$ cat src/sld_pkg.sv
// Purpose: Shared constants and pin bundle for the serial-in LED sink driver
// Assumes: System clock of 100 MHz; all pins arrive asynchronous to it
// Notes: Times are kept in ns, cycle counts are derived from them
package sld_pkg;

  localparam int CLK_PERIOD_NS = 10;
  localparam int NUM_CH = 8;

  // Turn-on stagger between neighbouring channels, least time, rounded up
  localparam int STAGGER_NS = 30;
  localparam int STAGGER_CYC = (STAGGER_NS + CLK_PERIOD_NS - 1) / CLK_PERIOD_NS;

  // Count at which every channel has been released
  localparam int STAGGER_SAT = (NUM_CH - 1) * STAGGER_CYC;
  localparam int CNT_W = 5;
  localparam logic [CNT_W-1:0] CNT_SAT = CNT_W'(STAGGER_SAT);

  // Shortest enable pulse and fastest shift clock the controller may apply
  localparam int MIN_EN_PULSE_NS = 180;
  localparam int MAX_SHIFT_MHZ = 25;

  // Reset values
  localparam logic [NUM_CH-1:0] SHIFT_RST = 8'h00;
  localparam logic [NUM_CH-1:0] LATCH_RST = 8'h00;
  localparam logic [NUM_CH-1:0] SINK_RST = 8'h00;
  localparam logic [CNT_W-1:0] CNT_RST = 5'h00;
  localparam logic [3:0] PINS_RST = 4'h5;

  // Pin bundle from the display controller
  typedef struct packed {
    logic serial_in;
    logic shift_clk;
    logic latch_pass_n;
    logic out_en_n;
  } sld_pins_type;

endpackage

$ cat src/sld_driver.sv
// Purpose: 8-channel serial-in, parallel-out LED sink driver core
// Assumes: Pins are sampled by clk_i through two flip-flops; shift clock far below clk_i
// Notes: sink_on_o bit high means the channel sinks current
// What this block does
// - Each rising edge of the shift clock samples serial_in and moves every shift stage one place on.
// - While the latch control is high the latch follows the shift register, while low it holds.
// - With the enable low each output follows its latched bit, with it high all eight are off.
// - The shift register is eight deep, the newest bit drives output 0 and the oldest output 7.
// - The serial output shows the last shift stage, so a chained part sees the data eight clocks later.
// - Reset at power-up forces every sink output off until data and enable are applied.
// - Outputs turn on one after another, about 30 ns apart, after the enable goes active; bits latched while enabled turn on together.
// - The enable gates all eight outputs as one common control, turning them all off together.
`timescale 1ns/1ps
module sld_driver (
  // Clock, reset, freeze
  input wire logic clk_i,
  input wire logic rst_i,
  input wire logic ce_i,
  // Controller pins
  input wire sld_pkg::sld_pins_type pins_i,
  // Sink outputs and cascade
  output logic [7:0] sink_on_o,
  output logic serial_out_o
);

  sld_pkg::sld_pins_type sync1_r;
  sld_pkg::sld_pins_type sync2_r;
  logic clk_prev_r;
  logic [7:0] shift_r;
  logic [7:0] latch_r;
  logic [7:0] sink_r;
  logic [7:0] sink_nxt;
  logic [sld_pkg::CNT_W-1:0] on_cnt_r;
  logic shift_edge;
  logic pass_s;
  logic en_s;

  // Two-stage synchroniser for every pin
  always_ff @(posedge clk_i or posedge rst_i) begin
    if (rst_i) begin
      sync1_r <= sld_pkg::PINS_RST;
      sync2_r <= sld_pkg::PINS_RST;
      // Same level as the synchronised clock, so no false edge after reset
      clk_prev_r <= sld_pkg::PINS_RST[2];
    end else if (ce_i) begin
      sync1_r <= pins_i;
      sync2_r <= sync1_r;
      clk_prev_r <= sync2_r.shift_clk;
    end
  end

  assign shift_edge = sync2_r.shift_clk & ~clk_prev_r;
  assign pass_s = sync2_r.latch_pass_n;
  assign en_s = ~sync2_r.out_en_n;

  // Shift register, newest bit in stage 0
  always_ff @(posedge clk_i or posedge rst_i) begin
    if (rst_i) begin
      shift_r <= sld_pkg::SHIFT_RST;
    end else if (ce_i && shift_edge) begin
      shift_r <= {shift_r[6:0], sync2_r.serial_in};
    end
  end

  assign serial_out_o = shift_r[7];

  // Level-sensitive latch, high passes
  always_ff @(posedge clk_i or posedge rst_i) begin
    if (rst_i) begin
      latch_r <= sld_pkg::LATCH_RST;
    end else if (ce_i && pass_s) begin
      latch_r <= shift_r;
    end
  end

  // Cycles since the enable went active, saturating
  always_ff @(posedge clk_i or posedge rst_i) begin
    if (rst_i) begin
      on_cnt_r <= sld_pkg::CNT_RST;
    end else if (ce_i) begin
      if (!en_s) begin
        on_cnt_r <= sld_pkg::CNT_RST;
      end else if (on_cnt_r != sld_pkg::CNT_SAT) begin
        on_cnt_r <= on_cnt_r + 5'h01;
      end
    end
  end

  // Channel k released k stagger steps after enable; off is immediate for all
  always_comb begin
    sink_nxt = 8'h00;
    for (int k = 0; k < sld_pkg::NUM_CH; k++) begin
      if (en_s && (int'(on_cnt_r) >= k * sld_pkg::STAGGER_CYC)) begin
        sink_nxt[k] = latch_r[k];
      end
    end
  end

  always_ff @(posedge clk_i or posedge rst_i) begin
    if (rst_i) begin
      sink_r <= sld_pkg::SINK_RST;
    end else if (ce_i) begin
      sink_r <= sink_nxt;
    end
  end

  assign sink_on_o = sink_r;
endmodule

$ cat config.mk
export PLATFORM = sky130hd
export DESIGN_NAME = sld_driver
export DESIGN_NICKNAME = d
export VERILOG_FILES = /design/src/sld_pkg.sv /design/src/sld_driver.sv
export SDC_FILE = /design/constraint.sdc
export NUM_CORES = 1
export LEC_CHECK = 0
export ABC_AREA = 1
export BUFFER_PORTS_ARGS = -buffer_cell sky130_fd_sc_hd__buf_4
export CAP_MARGIN = 20
export CORE_MARGIN = 3
export CORE_UTILIZATION = 54
export CTS_BUF_LIST = sky130_fd_sc_hd__clkbuf_2
export DETAILED_ROUTE_END_ITERATION = 8
export PLACE_DENSITY = 0.74
export SETUP_SLACK_MARGIN = 0.02
export SYNTH_ARGS = -nofsm -noshare
export SYNTH_HDL_FRONTEND = slang
export SYNTH_SLANG_ARGS = --single-unit
$ cat constraint.sdc
create_clock -name clk_i -period 3.3 [get_ports clk_i]
set_clock_uncertainty 0.1 [all_clocks]
set_input_delay 0.165 -clock clk_i [delete_from_list [all_inputs] [get_ports clk_i]]
set_output_delay 0.165 -clock clk_i [all_outputs]
set_load 0.1 [all_outputs]
==> results of run 1 <==
==> placed cells by master (no fill, tap or decap), drive strengths merged <==
cell type / synthesis / final
ha: 4 / 4
buf: 1 / 16
a22o: 1 / 1
bufinv: 0 / 1
nand2: 67 / 67
mux2: 1 / 1
dlygate4sd3: 0 / 12
or2: 1 / 1
clkbuf: 3 / 5
nand4: 2 / 2
nand3: 8 / 8
clkinv: 0 / 2
o211ai: 2 / 2
inv: 25 / 25
dfstp: 5 / 5
dfrtp: 33 / 33
nor2: 9 / 9
o21ai: 28 / 28
nor3: 1 / 1
==> final cells by class <==
| class | instances | area [µm²] |
|---|---|---|
| Tap cell | 31 | 38.8 |
| Clock buffer | 5 | 25.0 |
| Sequential cell | 38 | 957 |
| Fill cell | 221 | 852 |
| Clock inverter | 3 | 40.0 |
| Multi-Input combinational cell | 124 | 582 |
| Timing Repair Buffer | 28 | 240 |
| Inverter | 25 | 93.8 |
==> worst max-delay path, delay by kind of cell <==
family                 cells  cell delay, ps
buffers and inverters      4            1830
AND/OR/NAND/NOR            1              70
AO/OA/AOI/OAI              1              70
==> cells in the mapped netlist <==
cell type / instances
sky130_fd_sc_hd__dfstp_2: 5
sky130_fd_sc_hd__nand4_1: 2
sky130_fd_sc_hd__o21ai_0: 28
sky130_fd_sc_hd__nand3_1: 8
sky130_fd_sc_hd__nand2_1: 67
sky130_fd_sc_hd__a22o_1: 1
sky130_fd_sc_hd__inv_1: 24
sky130_fd_sc_hd__ha_1: 4
sky130_fd_sc_hd__nor2_1: 8
sky130_fd_sc_hd__mux2_2: 1
sky130_fd_sc_hd__nor3_1: 1
sky130_fd_sc_hd__or2_2: 1
sky130_fd_sc_hd__dfrtp_1: 33
sky130_fd_sc_hd__buf_2: 1
sky130_fd_sc_hd__clkbuf_1: 3
sky130_fd_sc_hd__inv_2: 1
sky130_fd_sc_hd__o211ai_1: 2
sky130_fd_sc_hd__nor2_4: 1
==> path summary, 6_finish.rpt <==
| kind | slack (ps) | cells past startpoint | to |
|---|---|---|---|
| max | 1350 | 6 | sync1_r[1]$_DFFE_PP0P_ |
| min | 290 | 4 | shift_r[2]$_DFFE_PP0P_ |
| min reg2reg | 380 | 2 | sync1_r[0]$_DFFE_PP1P_ |
| max reg2reg | 1780 | 8 | on_cnt_r[0]$_DFFE_PP0P_ |
| min in group clk_i | 380 | 2 | sync1_r[0]$_DFFE_PP1P_ |
| max in group asynchronous | 2460 | 4 | sync2_r[0]$_DFFE_PP1P_ |
==> through the flow <==
step	area (µm²)	utilization	worst slack [ps]	std cells
finish	1980	0.699	1350	254
global route	1980	0.699	1310	254
CTS	1980	0.699	1390	254
detailed placement	1790	0.633	1810	234
global placement	1790	0.633	1860	234
floorplan	1650	-	1930	191
==> power by group <==
part	switching (W)	internal (W)
logic	0.000193	0.0000966
clock network	0.000155	0.000126
registers	0.0000745	0.000569
total	0.000423	0.000792
==> routing by layer <==
metal | routed length, µm | global-route usage
met1 | 1500 | 0.269
met2 | 1660 | 0.323
met3 | 84 | 0.0797
met4 | 47 | 0.0991
met5 | 0 | 0
==> cells by family (layout without fill, tap and decap cells) <==
| kind of cell | count (synthesis) | after routing | share of synthesized area |
|---|---|---|---|
| adders and majority gates | 4 | 4 | 0.0304 |
| muxes | 1 | 1 | 0.00683 |
| AOI/OAI and AO/OA | 31 | 31 | 0.0994 |
| DFF | 38 | 38 | 0.580 |
| and+or+nand+nor | 88 | 88 | 0.216 |
| buffers and inverters | 29 | 61 | 0.0668 |
==> registers in the layout, indices dropped and copies added (netlist names) <==
signal      cells
latch_r         8
shift_r         8
sink_on_o       8
on_cnt_r        5
sync1_r         4
sync2_r         3
clk_prev_r      1
pass_s          1
==> what timing repair did <==
action | in CTS | in global routing
endpoints found under the setup margin | 0 | 0
hold buffers | 12 | 0
buffers inserted | 0 | 0
endpoints found under the hold margin | 40 | 0
==> results.txt, run 1 <==
----------------------------------------------------
[Run status]
  Result of the run ... completed

[Power and ir drop]
  Total power draw ... about 0.0012 W
  Peak supply drop ... around 420 µV
  Power density over the cells ... just over 600 mW/mm²
  Leakage power of the design ... roughly 1.0 nW

[Die]
  Horizontal die dimension ... between 60 and 70 µm
  Io pins ... 16
  Vertical die dimension ... a little over 60 µm
  Starting utilization of the core area ... 0.583
  Die Footprint ... 0.00375 mm²
  Cell Rows ... 19
  Placeable core region ... around 0.0028 mm²

[GRT]
  Wire length of the first global-routing pass ... roughly 5600 µm
  Number of antenna violations at the first check in global routing ... 0
  Global router's overall resource usage ... 0.213
  Overflow left after global routing ... 0
  Number of global-route vias before repair ... 1254
  Maximum number of pins on one net before global-route repair ... 39

[Clock network]
  Clock tree sinks ... 38
  Worst-skew pair later-pin latency ... 400 ps
  Clock transition at the registers of the reported paths ... 200 ps
  Number of buffers between clock root and the deepest sink ... 2
  Resized Gates After CTS ... 0
  TritonCTS clock tree ... yes
  Clock root buffer master ... sky130_fd_sc_hd__clkbuf_2
  Maximum level of the CTS H-tree ... 2
  Number of buffers created by CTS ... 5

[Logic synthesis]
  Net Count, Synth ... between 200 and 250
  Number of distinct library cell variants in the gate-level netlist after synthesis ... 18
  Synth area leader ... sky130_fd_sc_hd__dfrtp_1
  Sequential cell area fraction in the yosys report ... 0.580
  Cell types occupying the most area after synthesis ... sky130_fd_sc_hd__dfrtp_1 (50%), sky130_fd_sc_hd__nand2_1 (15%), sky130_fd_sc_hd__o21ai_0 (8.5%)
  #FFs+latches synth ... 38
  Synth Cell Area ... 0.00165 mm²
  Post-Synthesis Mean Instance Area ... roughly 8.6 µm²
  Count of synthesis-stage warnings from yosys ... 0
  Area share of the largest cell type after synthesis ... 0.501
  Post-Syn Instances ... 191

[Finish]
  Count of inserted antenna diode cells ... 0
  Post-layout net count ... roughly 230
  Syn-to-layout area delta ... 19.9%
  Layout cells sized above 1 ... 0.148

[STA]
  Final critical-path share of the clock period ... 0.592
  Final setup violation count ... 0
  Worst rel slew slack ... 0.656
  Hold Slack ... 293 ps
  Slew of the pin with the lowest slew margin ... roughly 510 ps
  Minimum period implied by the final worst setup slack ... around 2000 ps
  Fin. max-slew vios ... 0
  Number of hold violations in the final report ... 0
  Maximum achievable frequency ... about 510 MHz
  Setup tns final ... 0 ps
  Setup repair after global routing missed its margin ... false

[Routing]
  Wire length reported by the detailed router ... between 3000 and 4000 µm
  First-pass DRT Iterations ... 4
  Average wire length per cell after detail routing ... between 10 and 15 µm
  Number of design-rule violations left by the first detailed-router iteration ... 128
  Residual DRC count ... 0
  DR vias ... between 1000 and 1500
  Number of antenna-violating nets in the routed design ... 0
  Routed via count divided by cell count ... about 5.1

[Critical path]
  Worst flop-to-flop path startpoint ... on_cnt_r[1]$_DFFE_PP0P_
  Largest driver fanout on the critical path ... 16
  Endpoint type of the worst setup path ... register
  Critical Path RT ... ~3500 ps
  Worst setup path category ... in -> reg
  CP Cell Sequence ... dlygate4sd3_1 > buf_4 > nand2_1 > dlygate4sd3_1 > o21ai_0 > dlygate4sd3_1
  Most Frequent Cell on Critical Path ... sky130_fd_sc_hd__dlygate4sd3_1
  Slowest stage cell, crit path ... sky130_fd_sc_hd__dlygate4sd3_1
  Crit path from ... ce_i
  WP data arrival ... about 2200 ps
  Sort of element at the start of the critical path ... primary input
  Worst path max stage delay ... roughly 560 ps

[Placement]
  Hpwl dp ... 2100 µm
  Port Buf Inserts ... 15
  Last weighted congestion value of the routability-driven placer ... between 0.9 and 1

[Hold path]
  Path type of the worst min-delay path ... in -> async

[Run]
  Max-cap violations ... 0

----------------------------------------------------
Note: power is estimated with default switching activity, not from simulation.
==> inputs of run 2 (changes only) <==
--- a/config.mk
+++ b/config.mk
@@ -5,14 +5,14 @@
 export SDC_FILE = /design/constraint.sdc
 export NUM_CORES = 1
 export LEC_CHECK = 0
-export ABC_AREA = 1
+export ABC_AREA = 0
 export BUFFER_PORTS_ARGS = -buffer_cell sky130_fd_sc_hd__buf_4
 export CAP_MARGIN = 20
 export CORE_MARGIN = 3
 export CORE_UTILIZATION = 54
 export CTS_BUF_LIST = sky130_fd_sc_hd__clkbuf_2
 export DETAILED_ROUTE_END_ITERATION = 8
-export PLACE_DENSITY = 0.74
+export PLACE_DENSITY = 0.77
 export SETUP_SLACK_MARGIN = 0.02
 export SYNTH_ARGS = -nofsm -noshare
 export SYNTH_HDL_FRONTEND = slang
==> constraint.sdc (replaced) <==
create_clock -name clk_i -period 1.7 [get_ports clk_i]
set_clock_uncertainty 0.1 [all_clocks]
set_input_delay 0.085 -clock clk_i [delete_from_list [all_inputs] [get_ports clk_i]]
set_output_delay 0.085 -clock clk_i [all_outputs]
set_load 0.1 [all_outputs]
==> results.txt, run 2 <==
----------------------------------------------------
[Critical path]
  Cell depth of the worst flop-to-flop path ... 5
  WP data arrival ... around 1800 ps
  Most Frequent Cell on Critical Path ... sky130_fd_sc_hd__ha_1
  Worst flop-to-flop path startpoint ... on_cnt_r[0]$_DFFE_PP0P_
  Worst path bufs/invs ... 0
  CP Cell Sequence ... ha_1 > and3_1 > ha_1 > a311oi_2 > o22ai_1
  Largest driver fanout on the critical path ... 4
  Worst setup path category ... reg -> reg
  R2R setup slack ... 120 ps
  Worst path max stage delay ... between 400 and 500 ps
  Slowest stage cell, crit path ... sky130_fd_sc_hd__dfrtp_2
  Gate family responsible for the most delay along the worst path ... flip-flops
  Sort of element at the start of the critical path ... register
  Critical Path RT ... between 1500 and 2000 ps
  Worst reg2reg endpoint ... sink_on_o[5]$_DFFE_PP0P_
  Endpoint type of the worst setup path ... register

[Placement]
  Placed Instance Area ... ~0.0019 mm²
  Worst-case setup slack after placement ... about 54 ps
  Cells after DPL ... between 150 and 200
  Port Buf Inserts ... 15
  Last weighted congestion value of the routability-driven placer ... roughly 0.8
  Hpwl dp ... 2050 µm

[Run status]
  Result of the run ... completed

[Logic synthesis]
  Multiplexer share of the synthesized area ... 0.170
  Synth area leader ... sky130_fd_sc_hd__dfrtp_1
  Xor/xnor cell area share of the yosys netlist ... 0
  Post-Synthesis Mean Instance Area ... between 10 and 15 µm²
  Cell types occupying the most area after synthesis ... sky130_fd_sc_hd__dfrtp_1 (48%), sky130_fd_sc_hd__mux2_2 (16%), sky130_fd_sc_hd__dfstp_2 (7.7%)
  #FFs+latches synth ... 38
  Main combinational cell family by area after synthesis ... multiplexers
  Net Count, Synth ... approximately 150
  Asr flop ratio synth ... 1.00
  Basic-gate share of the synthesized area counting and, or, nand and nor cells ... 0.0958
  Synth Cell Area ... about 0.0017 mm²
  Post-Syn Instances ... between 100 and 150
  Sequential cell area fraction in the yosys report ... 0.560
  Commonest cells in the netlist ... sky130_fd_sc_hd__dfrtp_1 (33), sky130_fd_sc_hd__mux2_2 (25), sky130_fd_sc_hd__inv_1 (12)
  Count of synthesis-stage warnings from yosys ... 0
  Number of synthesized flops with an enable pin ... 0
  Area share of the largest cell type after synthesis ... 0.483
  Number of distinct library cell variants in the gate-level netlist after synthesis ... 36
  Cell with the most instances after synthesis ... sky130_fd_sc_hd__dfrtp_1
  Post-synthesis adder-cell area fraction ... 0.0293
  Leading register cell type out of synthesis ... sky130_fd_sc_hd__dfrtp_1
  Synthesized-area fraction occupied by ao, oa, aoi and oai cells ... 0.0980

[Routing]
  DR vias ... approximately 1100
  First-pass DRT Iterations ... 4
  Routed via count divided by cell count ... ~5.5
  Wire length reported by the detailed router ... about 3000 µm
  Average wire length per cell after detail routing ... 14.6 µm
  Number of antenna-violating nets in the routed design ... 0
  Number of design-rule violations left by the first detailed-router iteration ... 53
  Residual DRC count ... 0

[Clock network]
  Maximum level of the CTS H-tree ... 2
  TritonCTS clock tree ... yes
  Clock tree sinks ... 38
  Clock transition at the registers of the reported paths ... 190 ps
  Worst-skew pair later-pin latency ... 400 ps
  Number of buffers between clock root and the deepest sink ... 2
  Clock root buffer master ... sky130_fd_sc_hd__clkbuf_2
  Number of buffers created by CTS ... 5

[Die]
  Io pins ... 16
  Starting utilization of the core area ... 0.595
  Cell Rows ... 19
  Vertical die dimension ... approximately 62 µm
  Placeable core region ... 0.00288 mm²
  Horizontal die dimension ... around 62 µm
  Die Footprint ... a little under 0.004 mm²

[GRT]
  Maximum number of pins on one net before global-route repair ... 39
  Number of antenna violations at the first check in global routing ... 0
  Number of global-route vias before repair ... 1149
  Wire length of the first global-routing pass ... between 5000 and 6000 µm
  Global router's overall resource usage ... 0.169
  Overflow left after global routing ... 0

[Finish]
  Commonest non-fill, non-tap cell in the layout ... sky130_fd_sc_hd__dfrtp_1
  Layout cells sized above 1 ... 0.402
  Fin util ... 0.693
  Post-layout net count ... 174
  Highest-count cells in the layout ignoring fill and taps ... sky130_fd_sc_hd__dfrtp_1 (32), sky130_fd_sc_hd__mux2_2 (25), sky130_fd_sc_hd__buf_4 (21)
  Final cell area excluding filler cells ... 0.00199 mm²
  Count of inserted antenna diode cells ... 0
  Non-filler instance count after layout ... ~200
  Syn-to-layout area delta ... 16.6%

[Power and ir drop]
  Peak supply drop ... 835 µV
  Power density over the cells ... about 1200 mW/mm²
  Leakage power of the design ... 0.942 nW

[STA]
  Setup slack after layout ... 122 ps
  Minimum period implied by the final worst setup slack ... 1580 ps
  Number of hold violations in the final report ... 0
  Worst rel slew slack ... 0.692
  Maximum achievable frequency ... between 600 and 700 MHz
  Setup tns final ... 0 ps
  Fin. max-slew vios ... 0
  Slew of the pin with the lowest slew margin ... 462 ps
  Setup repair after global routing missed its margin ... true
  Final critical-path share of the clock period ... 0.928
  Final setup violation count ... 0

[Run]
  Max-cap violations ... 0

[Hold path]
  Path type of the worst min-delay path ... in -> async

----------------------------------------------------
==> run 2: changes by cell type in the layout (fill, tap and decap cells not counted), moves of 5 or more <==
| cell | change |
|---|---|
| sky130_fd_sc_hd__buf_4 | +5 |
| sky130_fd_sc_hd__dlygate4sd3_1 | -6 |
| sky130_fd_sc_hd__inv_1 | -12 |
| sky130_fd_sc_hd__mux2_2 | +24 |
| sky130_fd_sc_hd__nand2_1 | -60 |
| sky130_fd_sc_hd__nand3_1 | -5 |
| sky130_fd_sc_hd__nor2_1 | -7 |
| sky130_fd_sc_hd__o21ai_0 | -24 |
| sky130_fd_sc_hd__o22ai_1 | +5 |
==> run 2: worst max-delay path by stage <==
| stage | slack [ps] | end | cells past startpoint | start |
|---|---|---|---|---|
| final | 120 | sink_on_o[5]$_DFFE_PP0P_ | 5 | on_cnt_r[0]$_DFFE_PP0P_ |
| after global routing | 10 | on_cnt_r[4]$_DFFE_PP0P_ | 6 | on_cnt_r[1]$_DFFE_PP0P_ |
| after CTS | 30 | sink_on_o[5]$_DFFE_PP0P_ | 5 | on_cnt_r[0]$_DFFE_PP0P_ |
| after detailed placement | 50 | sink_on_o[5]$_DFFE_PP0P_ | 5 | on_cnt_r[0]$_DFFE_PP0P_ |
| after global placement | 110 | sink_on_o[5]$_DFFE_PP0P_ | 5 | on_cnt_r[0]$_DFFE_PP0P_ |
| after floorplan | 120 | on_cnt_r[4]$_DFFE_PP0P_ | 6 | on_cnt_r[0]$_DFFE_PP0P_ |
==> run 2: layer usage <==
| layer | track usage | vias to the layer above | part of all wire |
|---|---|---|---|
| met5 | 0 | - | 0 |
| met4 | 0.0661 | 0 | 0.016 |
| met3 | 0.0541 | 6 | 0.046 |
| met2 | 0.290 | 28 | 0.50 |
| met1 | 0.198 | 572 | 0.44 |
| li1 | - | 536 | - |
==> run 2: tightest hold or removal path: cells and delay by family <==
family / cells / cell delay [ps]
buffers and inverters: 4 / 1120
==> run 2: layout make-up <==
type,instances,area [µm²]
clock buffers,5,25.0
clock inverters,3,16.3
fillers,215,882
inverters,12,45.0
multi-input cells,79,679
flip-flops and latches,38,958
well taps,42,52.6
repair buffers,27,218
==> run 2: cells by family after synthesis <==
group                      count (synthesis)
adders and majority gates                  4
AOI/OAI and AO/OA                         23
muxes                                     26
and+or+nand+nor                           26
DFF                                       38
buffers and inverters                     19
==> run 2: repair_timing <==
action | CTS | global route
hold buffers | 6 | 0
buffers inserted | 0 | 1
resized for setup | 0 | 3
hold endpoints to repair | 43 | 0
endpoints found under the setup margin | 0 | 5
==> run 2: where the power goes <==
group	total [W]	internal [W]	leakage, nW	switching, W
Clock	0.000390	0.0000937	0.0264	0.000296
Sequential	0.00130	0.00114	0.476	0.000165
Combinational	0.000653	0.000302	0.440	0.000351
Total	0.00234	0.00153	0.942	0.000812
==> run 2: metrics by stage <==
stage	power [W]	hold slack, ps
global placement	0.00192	119
CTS	0.00236	217
floorplan	0.00178	137
global route	0.00249	266
detailed placement	0.00196	132
finish	0.00234	238
==> inputs of run 3 (changes only) <==
--- a/config.mk
+++ b/config.mk
@@ -9,10 +9,9 @@
 export BUFFER_PORTS_ARGS = -buffer_cell sky130_fd_sc_hd__buf_4
 export CAP_MARGIN = 20
 export CORE_MARGIN = 3
-export CORE_UTILIZATION = 54
+export CORE_UTILIZATION = 30
 export CTS_BUF_LIST = sky130_fd_sc_hd__clkbuf_2
 export DETAILED_ROUTE_END_ITERATION = 8
-export PLACE_DENSITY = 0.77
 export SETUP_SLACK_MARGIN = 0.02
 export SYNTH_ARGS = -nofsm -noshare
 export SYNTH_HDL_FRONTEND = slang
==> constraint.sdc (replaced) <==
create_clock -name clk_i -period 1.7 [get_ports clk_i]
set_clock_uncertainty 0.1 [all_clocks]
set_input_delay 0 -clock clk_i [delete_from_list [all_inputs] [get_ports clk_i]]
set_output_delay 0 -clock clk_i [all_outputs]
set_load 0.1 [all_outputs]
==> results.txt, run 3 (synthesis results as in run 2) <==
----------------------------------------------------
[Placement]
  Placed Instance Area ... about 0.0019 mm²
  Port Buf Inserts ... 15
  Cells after DPL ... around 220
  Last weighted congestion value of the routability-driven placer ... between 0.8 and 0.9
  Worst-case setup slack after placement ... roughly 76 ps
  Hpwl dp ... 2150 µm

[Critical path]
  Worst setup path category ... in -> reg
  Critical Path RT ... between 1500 and 2000 ps
  WP data arrival ... ~1800 ps
  Sort of element at the start of the critical path ... primary input
  Endpoint type of the worst setup path ... register
  Largest driver fanout on the critical path ... 35
  Cell depth of the worst flop-to-flop path ... 5

[STA]
  Worst rel slew slack ... 0.685
  Final setup violation count ... 0
  Minimum period implied by the final worst setup slack ... about 1600 ps
  Setup slack after layout ... approximately 92 ps
  Setup repair after global routing missed its margin ... false
  Fin. max-slew vios ... 0
  Slew of the pin with the lowest slew margin ... 473 ps
  Final critical-path share of the clock period ... 0.946
  Number of hold violations in the final report ... 0
  Maximum achievable frequency ... about 620 MHz
  Setup tns final ... 0 ps

[GRT]
  Overflow left after global routing ... 0
  Number of global-route vias before repair ... about 1200
  Wire length of the first global-routing pass ... around 5700 µm
  Global router's overall resource usage ... 0.110
  Maximum number of pins on one net before global-route repair ... 39
  Number of antenna violations at the first check in global routing ... 0

[Routing]
  Wire length reported by the detailed router ... roughly 3100 µm
  First-pass DRT Iterations ... 4
  Average wire length per cell after detail routing ... ~13 µm
  Number of design-rule violations left by the first detailed-router iteration ... 50
  Residual DRC count ... 0
  DR vias ... ~1100
  Number of antenna-violating nets in the routed design ... 0
  Routed via count divided by cell count ... roughly 4.7

[Finish]
  Commonest non-fill, non-tap cell in the layout ... sky130_fd_sc_hd__dfrtp_1
  Final cell area excluding filler cells ... just over 0.002 mm²
  Highest-count cells in the layout ignoring fill and taps ... sky130_fd_sc_hd__dfrtp_1 (32), sky130_fd_sc_hd__mux2_2 (25), sky130_fd_sc_hd__buf_4 (21)
  Count of fill cells added during filler insertion ... 515
  Post-layout net count ... between 150 and 200
  Layout cells sized above 1 ... 0.398
  Syn-to-layout area delta ... 21.1%
  Count of inserted antenna diode cells ... 0
  Area used by multi-input combinational logic ... between 600 and 700 µm²
  Fin util ... 0.391
  Non-filler instance count after layout ... between 200 and 250
  Footprint of the flip-flops and latches ... 958 µm²

[Hold path]
  Path type of the worst min-delay path ... in -> async

[Clock network]
  TritonCTS clock tree ... yes
  Clock transition at the registers of the reported paths ... about 200 ps
  Clock tree sinks ... 38
  Number of buffers created by CTS ... 5
  Maximum level of the CTS H-tree ... 2
  Clock root buffer master ... sky130_fd_sc_hd__clkbuf_2
  Worst-skew pair later-pin latency ... 380 ps
  Number of buffers between clock root and the deepest sink ... 2

[Power and ir drop]
  Portion of total power attributed to combinational logic ... 0.261
  Power density over the cells ... approximately 1200 mW/mm²
  Leakage power of the design ... 0.965 nW
  Sequential group share of total power ... 0.521
  Net switching fraction of the power ... 0.321
  Share of total power in the clock network ... 0.218
  Peak supply drop ... 591 µV
  Internal Dissipation ... around 0.0017 W
  NetSw ... around 0.00080 W

[Die]
  Io pins ... 16
  Starting utilization of the core area ... 0.323
  Cell Rows ... 26
  Horizontal die dimension ... around 80 µm
  Die Footprint ... ~0.0066 mm²
  Placeable core region ... 0.00530 mm²
  Vertical die dimension ... 81.5 µm

[Run]
  Max-cap violations ... 0

[Run status]
  Result of the run ... completed

----------------------------------------------------
-- run 3: cell count changes in the layout (fill, tap and decap cells not counted) --
cell and change:
sky130_fd_sc_hd__bufinv_16 +1, sky130_fd_sc_hd__clkbuf_2 +1, sky130_fd_sc_hd__clkinv_2 -1, sky130_fd_sc_hd__clkinvlp_4 -1
sky130_fd_sc_hd__dlygate4sd3_1 +2
-- run 3: layout make-up --
type,count,share of cell area
repair buffers,29,0.115
multi-input cells,79,0.328
flip-flops and latches,38,0.463
inverters,12,0.0217
well taps,70,0.0423
clock buffers,6,0.0145
clock inverters,2,0.0163
-- run 3: routing by layer --
| metal | share of wire | global-route usage | vias up |
|---|---|---|---|
| li1 | - | - | 538 |
| met1 | 0.49 | 0.140 | 545 |
| met2 | 0.46 | 0.177 | 23 |
| met3 | 0.045 | 0.0351 | 6 |
| met4 | 0.014 | 0.0405 | 0 |
| met5 | 0 | 0 | - |
-- run 3: per-stage QoR --
stage	power [W]	hold WS, ps
floorplan	0.00178	51.7
global placement	0.00192	39.8
detailed placement	0.00196	55.3
CTS	0.00252	139
global route	0.00266	155
finish	0.00250	139
-- run 3: critical path, stage by stage --
cell                            delay [ps]
sky130_fd_sc_hd__dlygate4sd3_1         520
sky130_fd_sc_hd__buf_4                 340
sky130_fd_sc_hd__mux2_2                370
sky130_fd_sc_hd__dlygate4sd3_1         550
-- run 3: path summary, 6_finish.rpt --
check	start	endpoint	slack, ps
min in group clk_i	pins_i[1]	sync1_r[1]$_DFFE_PP0P_	290
setup reg to reg	on_cnt_r[0]$_DFFE_PP0P_	sink_on_o[5]$_DFFE_PP0P_	110
max in group asynchronous	rst_i	sync1_r[0]$_DFFE_PP1P_	1000
hold / removal	rst_i	latch_r[0]$_DFFE_PP0P_	140
setup / recovery	ce_i	sync1_r[3]$_DFFE_PP0P_	90
hold reg to reg	sync1_r[1]$_DFFE_PP0P_	sync1_r[1]$_DFFE_PP0P_	430
-- run 3: timing repair --
item	4_1_cts	5_1_grt
hold buffers	8	0
hold endpoints to repair	57	0
gates resized for setup	0	3
endpoints found under the setup margin	0	2
buffers inserted	0	1
-- run 3: power groups by stage --
| stage | Sequential [W] | Combinational (W) | Clock [W] |
|---|---|---|---|
| global route | 0.00134 | 0.000718 | 0.000606 |
| detailed placement | 0.00132 | 0.000633 | 0 |
| global placement | 0.00131 | 0.000614 | 0 |
| floorplan | 0.00140 | 0.000381 | 0 |
| finish | 0.00130 | 0.000651 | 0.000544 |
| CTS | 0.00130 | 0.000652 | 0.000568 |
